`src/rtl/irq_cmd_pkg.sv`:
```
// shared constants and types for the interrupt command and forcing registers
package irq_cmd_pkg;
  localparam int ADDR_W = 8;
  localparam int DATA_W = 32;
  localparam int NSRC = 32;
  // register byte offsets
  localparam logic [ADDR_W-1:0] OFS_ENABLE_CMD = 8'h00;
  localparam logic [ADDR_W-1:0] OFS_DISABLE_CMD = 8'h04;
  localparam logic [ADDR_W-1:0] OFS_ENABLE_MASK = 8'h08;
  localparam logic [ADDR_W-1:0] OFS_PENDING = 8'h0C;
  localparam logic [ADDR_W-1:0] OFS_CLEAR_CMD = 8'h10;
  localparam logic [ADDR_W-1:0] OFS_SET_CMD = 8'h14;
  localparam logic [ADDR_W-1:0] OFS_END_OF_SERVICE = 8'h18;
  localparam logic [ADDR_W-1:0] OFS_SPURIOUS_VECTOR = 8'h1C;
  localparam logic [ADDR_W-1:0] OFS_DEBUG_CONTROL = 8'h20;
  localparam logic [ADDR_W-1:0] OFS_FF_ENABLE = 8'h24;
  localparam logic [ADDR_W-1:0] OFS_FF_DISABLE = 8'h28;
  localparam logic [ADDR_W-1:0] OFS_FF_STATE = 8'h2C;
  localparam logic [ADDR_W-1:0] OFS_NORMAL_VECTOR = 8'h30;
  localparam logic [ADDR_W-1:0] OFS_FAST_VECTOR = 8'h34;
  localparam logic [ADDR_W-1:0] OFS_IRQ_STATUS = 8'h38;
  localparam logic [ADDR_W-1:0] OFS_IRQ_MASK = 8'h3C;
  // field positions
  localparam int FAST_SOURCE_BIT = 0;
  localparam int SYSTEM_SOURCE_BIT = 1;
  localparam int PROTECTION_MODE_BIT = 0;
  localparam int GLOBAL_LINE_MASK_BIT = 1;
  localparam int EV_END_OF_SERVICE = 0;
  localparam int EV_SPURIOUS = 1;
  localparam int NEV = 2;
  // reset values and the forcing valid mask
  localparam logic [DATA_W-1:0] RST_SPURIOUS_VECTOR = 32'h0000_0000;
  localparam logic [1:0] RST_DEBUG = 2'h0;
  localparam logic [NSRC-1:0] RST_SRC = 32'h0000_0000;
  localparam logic [NSRC-1:0] FF_VALID = 32'hFFFF_FFFE;
  localparam logic [NEV-1:0] RST_EV = 2'h0;

  typedef struct packed {
    logic wr;
    logic rd;
    logic [ADDR_W-1:0] addr;
    logic [DATA_W-1:0] wdata;
  } reg_req_t;
endpackage

```
`src/rtl/irq_cmd_regs.sv`:
```
// command, status, debug and fast-forcing registers of the vectored irq unit
//
// Operation
// RQ1 - disable command clears enable bits written one
// RQ2 - clear command drops pending of written ones
// RQ3 - set command makes written ones pending
// RQ4 - handler writes end-of-service when treatment done
// RQ5 - any end-of-service write signals completion
// RQ6 - spurious vector returned on spurious vector reads
// RQ7 - debug bit zero selects protection mode
// RQ8 - debug bit one holds request lines inactive
// RQ9 - forcing enable sets forcing for written ones; bit 0 (fast source) is masked by FF_VALID and never set
// RQ10 - forcing disable clears forcing for written ones
// RQ11 - forcing state reads current forcing bits
// RQ12 - enable mask readable, one means enabled
// RQ13 - pending state readable, one means pending
// RQ14 - read-only writes ignored, write-only reads zero
//
// Added by the designer: the address map and strobed register access.
`timescale 1ns/100ps
module irq_cmd_regs
  import irq_cmd_pkg::*;
(
  input wire logic core_clk,
  input wire logic nrst,
  input wire logic [ADDR_W-1:0] reg_addr,
  input wire logic [DATA_W-1:0] reg_wdata,
  input wire logic reg_wr,
  input wire logic reg_rd,
  output logic [DATA_W-1:0] reg_rdata,
  input wire logic [NSRC-1:0] src_event,
  input wire logic normal_request_in,
  input wire logic fast_request_in,
  input wire logic current_valid,
  input wire logic [4:0] current_id,
  input wire logic [DATA_W-1:0] current_vector,
  input wire logic [DATA_W-1:0] fast_source_vector,
  output logic [NSRC-1:0] source_enable_mask,
  output logic [NSRC-1:0] source_pending_state,
  output logic [NSRC-1:0] fast_forcing_state,
  output logic protection_mode,
  output logic end_of_service,
  output logic vector_read,
  output logic normal_request_line_n,
  output logic fast_request_line_n,
  output logic irq
);
  reg_req_t req;
  logic [NSRC-1:0] enable_r, enable_nxt;
  logic [NSRC-1:0] pend_r, pend_nxt;
  logic [NSRC-1:0] ff_r, ff_nxt;
  logic [DATA_W-1:0] spu_r;
  logic [1:0] dbg_r;
  logic [DATA_W-1:0] rdata_r, rdata_nxt;
  logic [NEV-1:0] ev_stat_r, ev_stat_nxt, ev_mask_r, ev_set;
  logic eos_r;
  logic [1:0] normal_request_line_sync_r, fast_request_line_sync_r;

  assign req = '{wr: reg_wr, rd: reg_rd, addr: reg_addr, wdata: reg_wdata};

  wire wr_enable = req.wr && req.addr == OFS_ENABLE_CMD;
  wire wr_disable = req.wr && req.addr == OFS_DISABLE_CMD;
  wire wr_clear = req.wr && req.addr == OFS_CLEAR_CMD;
  wire wr_set = req.wr && req.addr == OFS_SET_CMD;
  wire wr_eos = req.wr && req.addr == OFS_END_OF_SERVICE;
  wire wr_spu = req.wr && req.addr == OFS_SPURIOUS_VECTOR;
  wire wr_dbg = req.wr && req.addr == OFS_DEBUG_CONTROL;
  wire wr_ffen = req.wr && req.addr == OFS_FF_ENABLE;
  wire wr_ffdis = req.wr && req.addr == OFS_FF_DISABLE;
  wire wr_mask = req.wr && req.addr == OFS_IRQ_MASK;
  wire rd_nvec = req.rd && req.addr == OFS_NORMAL_VECTOR;
  wire rd_fvec = req.rd && req.addr == OFS_FAST_VECTOR;
  wire rd_stat = req.rd && req.addr == OFS_IRQ_STATUS;

  // a spurious read is a vector read with nothing to serve
  wire spurious_normal = rd_nvec && !current_valid;
  wire spurious_fast = rd_fvec && !pend_r[FAST_SOURCE_BIT];

  wire [NSRC-1:0] en_set = wr_enable ? req.wdata : RST_SRC;
  wire [NSRC-1:0] en_clr = wr_disable ? req.wdata : RST_SRC;
  wire [NSRC-1:0] pd_set = (wr_set ? req.wdata : RST_SRC) | src_event;
  wire [NSRC-1:0] pd_clr = wr_clear ? req.wdata : RST_SRC;
  wire [NSRC-1:0] ff_set = wr_ffen ? (req.wdata & FF_VALID) : RST_SRC;
  wire [NSRC-1:0] ff_clr = wr_ffdis ? (req.wdata & FF_VALID) : RST_SRC;

  // per-source update; a hardware event beats a software clear in the same cycle
  genvar i;
  generate
    for (i = 0; i < NSRC; i++) begin : g_src
      assign enable_nxt[i] = en_set[i] | (enable_r[i] & ~en_clr[i]); // see RQ1
      assign pend_nxt[i] = pd_set[i] | (pend_r[i] & ~pd_clr[i]); // see RQ2 see RQ3
      assign ff_nxt[i] = ff_set[i] | (ff_r[i] & ~ff_clr[i]); // see RQ9 see RQ10
    end
  endgenerate

  assign ev_set[EV_END_OF_SERVICE] = wr_eos;
  assign ev_set[EV_SPURIOUS] = spurious_normal | spurious_fast;
  // set wins over the clear-on-read
  assign ev_stat_nxt = ev_set | (rd_stat ? RST_EV : ev_stat_r);

  always_comb begin
    rdata_nxt = '0; // see RQ14
    unique case (1'b1)
      req.rd && req.addr == OFS_ENABLE_MASK: rdata_nxt = enable_r; // see RQ12
      req.rd && req.addr == OFS_PENDING: rdata_nxt = pend_r; // see RQ13
      req.rd && req.addr == OFS_SPURIOUS_VECTOR: rdata_nxt = spu_r;
      req.rd && req.addr == OFS_DEBUG_CONTROL: rdata_nxt = {30'h0, dbg_r};
      req.rd && req.addr == OFS_FF_STATE: rdata_nxt = ff_r; // see RQ11
      rd_nvec: rdata_nxt = current_valid ? current_vector : spu_r; // see RQ6
      rd_fvec: rdata_nxt = pend_r[FAST_SOURCE_BIT] ? fast_source_vector : spu_r; // see RQ6
      rd_stat: rdata_nxt = {30'h0, ev_stat_r};
      req.rd && req.addr == OFS_IRQ_MASK: rdata_nxt = {30'h0, ev_mask_r};
      default: rdata_nxt = '0;
    endcase
  end

  always_ff @(posedge core_clk) begin
    if (!nrst) begin
      enable_r <= RST_SRC;
      pend_r <= RST_SRC;
      ff_r <= RST_SRC;
    end else begin
      enable_r <= enable_nxt;
      pend_r <= pend_nxt;
      ff_r <= ff_nxt;
    end
  end

  always_ff @(posedge core_clk) begin
    if (!nrst) begin
      spu_r <= RST_SPURIOUS_VECTOR;
      dbg_r <= RST_DEBUG;
      ev_mask_r <= RST_EV;
    end else begin
      if (wr_spu) spu_r <= req.wdata;
      if (wr_dbg) dbg_r <= req.wdata[1:0]; // see RQ7 see RQ8
      if (wr_mask) ev_mask_r <= req.wdata[NEV-1:0];
    end
  end

  always_ff @(posedge core_clk) begin
    if (!nrst) begin
      rdata_r <= '0;
      ev_stat_r <= RST_EV;
      eos_r <= 1'b0;
      normal_request_line_sync_r <= 2'h3;
      fast_request_line_sync_r <= 2'h3;
    end else begin
      rdata_r <= rdata_nxt;
      ev_stat_r <= ev_stat_nxt;
      eos_r <= wr_eos; // see RQ5
      normal_request_line_sync_r <= {normal_request_line_sync_r[0], ~normal_request_in};
      fast_request_line_sync_r <= {fast_request_line_sync_r[0], ~fast_request_in};
    end
  end

  assign reg_rdata = rdata_r;
  assign source_enable_mask = enable_r;
  assign source_pending_state = pend_r;
  assign fast_forcing_state = ff_r;
  assign protection_mode = dbg_r[PROTECTION_MODE_BIT]; // see RQ7
  assign end_of_service = eos_r;
  // in protection mode a vector read reports no side effect downstream
  assign vector_read = (rd_nvec | rd_fvec) & ~dbg_r[PROTECTION_MODE_BIT];
  // request lines are active low; the global mask ties them high
  assign normal_request_line_n = normal_request_line_sync_r[1] | dbg_r[GLOBAL_LINE_MASK_BIT]; // see RQ8
  assign fast_request_line_n = fast_request_line_sync_r[1] | dbg_r[GLOBAL_LINE_MASK_BIT]; // see RQ8
  assign irq = |(ev_stat_r & ev_mask_r);
endmodule

```
`config.mk`:
```
export PLATFORM = sky130hd
export DESIGN_NAME = irq_cmd_regs
export DESIGN_NICKNAME = d
export VERILOG_FILES = /design/src/rtl/irq_cmd_pkg.sv /design/src/rtl/irq_cmd_regs.sv
export SDC_FILE = /design/constraint.sdc
export NUM_CORES = 1
export LEC_CHECK = 0
export ABC_AREA = 1
export BUFFER_PORTS_ARGS = -buffer_cell sky130_fd_sc_hd__buf_4
export CAP_MARGIN = 5
export CORE_ASPECT_RATIO = 2
export CORE_MARGIN = 4
export CORE_UTILIZATION = 46
export CTS_CLUSTER_DIAMETER = 150
export DETAILED_ROUTE_END_ITERATION = 8
export PLACE_DENSITY = 0.77
export SYNTH_ARGS = -nofsm -noshare
export SYNTH_HDL_FRONTEND = slang
export SYNTH_SLANG_ARGS = --single-unit
export TNS_END_PERCENT = 30
```
`constraint.sdc`:
```
create_clock -name core_clk -period 1.24 [get_ports core_clk]
set_input_delay 0.248 -clock core_clk [delete_from_list [all_inputs] [get_ports core_clk]]
set_output_delay 0.248 -clock core_clk [all_outputs]
set_load 0.02 [all_outputs]
```
## Word level (Yosys, flattened, before mapping)

Cells that the tools add are included.

- Flip-flop bits (word level): 171
- Input port bits: 148
- Output and inout bits: 134
- Word-level logic and storage cells: 360

- Equal/unequal tests: 15
- Mux-type cells: 10
- Bitwise logic cells: 299
- Reduce and logical (&&, ||, !) cells: 25

Operators by type and width:

| cell | count |
|---|---|
| 32-bit one-hot mux with 9 select lines | 1 |
| 32-bit 2-to-1 mux | 8 |
| 1-bit bitwise OR | 100 |
| 1-bit NOT | 99 |
| 1-bit AND | 97 |
| 8-bit by 6-bit == test with 1-bit output (second input constant) | 8 |
| 8-bit by 5-bit == test with 1-bit output (second input constant) | 4 |
| 32-bit bitwise OR | 1 |
| 1-bit logical AND | 21 |
| 8-bit by 4-bit == test with 1-bit output (second input constant) | 2 |
| 8-bit by 3-bit == test with 1-bit output (second input constant) | 1 |
| 8-bit logical NOT | 1 |
| 2-bit AND | 1 |
| 1-bit logical NOT | 2 |
| 2-bit 2-to-1 mux | 1 |
| 2-bit bitwise OR | 1 |
| 2-bit OR reduction | 1 |

## Logic depth before layout (Yosys ltp)

- Depth after elaboration: 6
- Depth in mapped cells: 11
- Gate-level depth less buffers: 10

## Least setup slack after synthesis

Ideal clock, no wire load.

- Path kind: register -> register
- From: register pend_r[0], in the netlist source_pending_state[0]
- To: register rdata_r[14], in the netlist reg_rdata[14]
- Setup time: 0.114 ns
- Arrival time: 1.329 ns
- Data required time: 1.126 ns
- Setup slack: -0.203 ns
- Cell stages (with the launch flop): 8
- Path buffers: 2
- Period minus slack after synthesis: 1.443 ns
- Cell sequence: dfxtp_1 -> buf_2 -> clkbuf_1 -> o21ai_0 -> nand2_1 -> o21ai_0 -> nor2_1 -> nor2_2

- Cells in the longest elaborated chain, start to end: 2

RTL lines:

| item | RTL line | source |
|---|---|---|
| start, declared | irq_cmd_regs.sv:50 | `logic [NSRC-1:0] pend_r, pend_nxt;` |
| start signal, assigned | irq_cmd_regs.sv:124 | `pend_r <= pend_nxt;` |
| 32-bit 2-to-1 mux | irq_cmd_regs.sv:110 | `rd_fvec: rdata_nxt = pend_r[FAST_SOURCE_BIT] ? fast_source_vector : spu_r;` |
| 32-bit one-hot mux with 9 select lines | irq_cmd_regs.sv:103 | `unique case (1'b1)` |
| end signal, assigned | irq_cmd_regs.sv:149 | `rdata_r <= rdata_nxt;` |
| end, declared | irq_cmd_regs.sv:54 | `logic [DATA_W-1:0] rdata_r, rdata_nxt;` |

Every way passes these cells.
A chain may end at the register's enable or synchronous reset.

## Final worst setup path

- From: register dbg_r[1]
- To: output fast_request_line_n

- Cells in the longest elaborated chain, start to end: 1

RTL lines:

| item | RTL line | source |
|---|---|---|
| start, declared | irq_cmd_regs.sv:53 | `logic [1:0] dbg_r;` |
| start signal, assigned | irq_cmd_regs.sv:136 | `if (wr_dbg) dbg_r <= req.wdata[1:0];` |
| 1-bit bitwise OR | irq_cmd_regs.sv:167 | `assign fast_request_line_n = fast_request_line_sync_r[1] \| dbg_r[GLOBAL_LINE_MASK_BIT];` |
| end, declared | irq_cmd_regs.sv:45 | `output logic fast_request_line_n,` |

Every way passes these cells.

==> reports/qor.txt <==
part of the cycle the worst path needs: 111%
main combinational cell family by area after synthesis: simple AND/OR/NAND/NOR gates
Clock Skew: 0.00872 ns
leading cell type by number of instances after synthesis: nand2_1
xor/xnor share of the synthesized area: 0%
Mapped Area: 8440 um^2
core area: 17,900 um^2
RePlAce Congestion: 0.975
Final nets: 1,761
Synth-to-Final Area Change: 53.2%
Critical Path RT: 0.99 ns
detailed placer's ending HPWL: 25,400 um
Tot Pwr: 12.7 mW
Largest delay share family, worst path: flip-flops
critical path startpoint category: flop
Reg clk slew, reported paths: 0.07 ns
FILL cells: 1,483
Register Area: 3440 um^2
crit path capture type: output port
crit path DAT: 1.12 ns
maximum clock frequency: 729 MHz
Syn. warnings: 0
Worst-Skew Late Latency: 0.44 ns
Chip Height: 200 um
# DRC: 0
Chip Width: 104 um
Routed Antenna Nets: 0
async set or reset register ratio after synthesis: 0%
failing checks: negative setup slack
maximum VDD drop: 0.876 mV
Initial DRC Count: 854
Adder-Cell Fraction of Synth Area: 0%
Fin. Hold Viols: 0
Synth Net Count: 1,425
Sink Count: 170
worst-path fanout max: 3
status: complete, but fails checks
initial core utilization: 47.2%
post-synthesis sequential area ratio: 40.3%
Lkg Pwr: 5.68 nW
CTS tree: yes
row cnt: 69
largest net degree at the start of global routing: 49
Post-Place Cells: 1,772
number of synthesized flops with an enable pin: 0
number of synthesized register bits: 170
HP Class: input port to flop
CTS Root Cell: clkbuf_16
final WL: 37,300 um
setup ws final: -0.132 ns
Netlist cell types: 33
via count of the first global-routing pass: 9,720
number of I/O port buffers: 275
total gr overflow: 0
post-synthesis mux area share: 0%
PwrDens: 984 nW/um^2
share of layout cells above drive strength 1: 35.1%
Cell Chain, Critical Path: or2_4 > buf_6
worst-case clock buffer depth: 2
io pins: 282
CP Depth: 2
Max Cap Viol: 0
RSZ-0062 raised after global routing: yes
DR vias: 10,400
Slew Limit Fails: 0
Worst R2R Path Depth: 7
Layout Utilization: 72.4%
CP max stage delay: 0.33 ns
Pre-Repair DR Iteration Count: 5
htree depth: 4
Compound-Gate Fraction of Synth Area: 24.3%
WHS Path Cells: 3
CP max stage cell: dfxtp_2
post-synth top area cell: dfxtp_1
Gate Count Post-Synth: 1,277
Synth Area per Inst: 6.61 um^2
synthesized-area fraction occupied by and/or/nand/nor cells: 25.3%
Non-Filler Instances: 1,840
routed len/inst: 20.3 um
initial antenna violation count: 2
Setup-failing EPs final: 16
GRT Total Usage: 32.6%
vias per cell: 5.63
area of the multi-input gates: 4520 um^2
crit path kind: flop to output port
die footprint: 20,700 um^2
Buf/Inv on CP: 1
most instantiated cells after synthesis: 303 x nand2_1, 195 x o21ai_0, 194 x a21oi_1
dominant cells by area after synthesis: dfxtp_1 40%, nand2_1 13%, o21ai_0 12%
min cycle time layout: 1.37 ns
first-pass GRT wire length: 52,500 um
number of CTS-inserted buffers: 17
top cell type's share of synthesized area: 40.3%
Synth Flop Type: dfxtp_1
## worst reg2reg max path, stage by stage, from the launching register on
cell and delay (ns):
dfxtp_4 0.37, buf_12 0.15, buf_6 0.15, o21ai_0 0.23, nand2_1 0.09, o21ai_1 0.07, inv_1 0.05, a21oi_1 0.13
## power by group
part           total (mW)  internal (mW)  switching [mW]
clock                5.49           3.21            2.27
sequential           5.62           5.55          0.0717
combinational        1.61          0.749           0.865
total                12.7           9.51            3.21
## sequential cells by signal, summed over array words and instances, names as in the netlist, 31 cells and up
register	flops
reg_rdata	32
source_enable_mask	32
source_pending_state	32
spu_r	32
fast_forcing_state	31
## cells in the final DEF (no fill, tap or decap), drive strengths merged, types with 2 or more instances in the layout
cell type / instances
or2: 4
nand2: 309
clkinvlp: 3
nor3: 4
clkinv: 6
a211oi: 2
o21ai: 205
dlygate4sd3: 2
nand3: 49
dfxtp: 170
buf: 384
nor2: 124
and2: 6
inv: 126
diode: 2
a21oi: 196
bufinv: 3
clkbuf: 28
## worst paths after layout
| path | start | to | slack (ns) |
|---|---|---|---|
| worst max-delay path | dbg_r[1]$_SDFFE_PN0P_ | fast_request_line_n | -0.13 |
| worst min-delay path | src_event[22] | source_pending_state[22]$_SDFF_PN0_ | 0.05 |
| worst max register to register | source_pending_state[0]$_SDFF_PN0_ | reg_rdata[23]$_SDFF_PN0_ | -0.07 |
| worst min register to register | normal_request_line_sync_r[0]$_SDFF_PN1_ | normal_request_line_sync_r[1]$_SDFF_PN1_ | 0.42 |
## layer usage
metal,global-route usage [%],routed length (um)
met5,0,0
met2,60.6,19300
met1,33.9,12300
met3,5.37,3120
met4,20.7,2560
## metrics by stage
stage	instance area [um^2]	setup slack [ns]	setup TNS [ns]	hold slack, ns
floorplan	8460	-0.00552	-0.193	0.310
global placement	11400	-0.398	-48.11	0.396
detailed placement	11400	-0.431	-52.06	0.411
CTS	12300	-0.139	-0.517	0.0473
global route	12900	-0.153	-2.42	0.0655
finish	12900	-0.132	-0.673	0.0509
## final cells by class
type,instances,share of cell area [%]
multi-input combinational,903,34.9
timing repair buffer,394,28.0
sequential,170,26.6
inverter,127,3.76
clock buffer,20,3.45
tap,213,2.06
clock inverter,11,1.13
antenna,2,0.0387
## kinds of logic (layout without fill, tap and decap cells)
kind of cell,Yosys count,count (layout)
AOI/OAI and AO/OA,406,406
DFF,170,170
other,1,3
buffers and inverters,204,552
and+or+nand+nor,496,496
## repair_timing
item,CTS,global route
pin swaps,13,89
hold endpoints to repair,2,0
resized for setup,52,143
hold buffers,2,0
setup buffers,13,10
cloned,1,10
setup endpoints to repair,16,78
(Power assumes the default switching activity.)
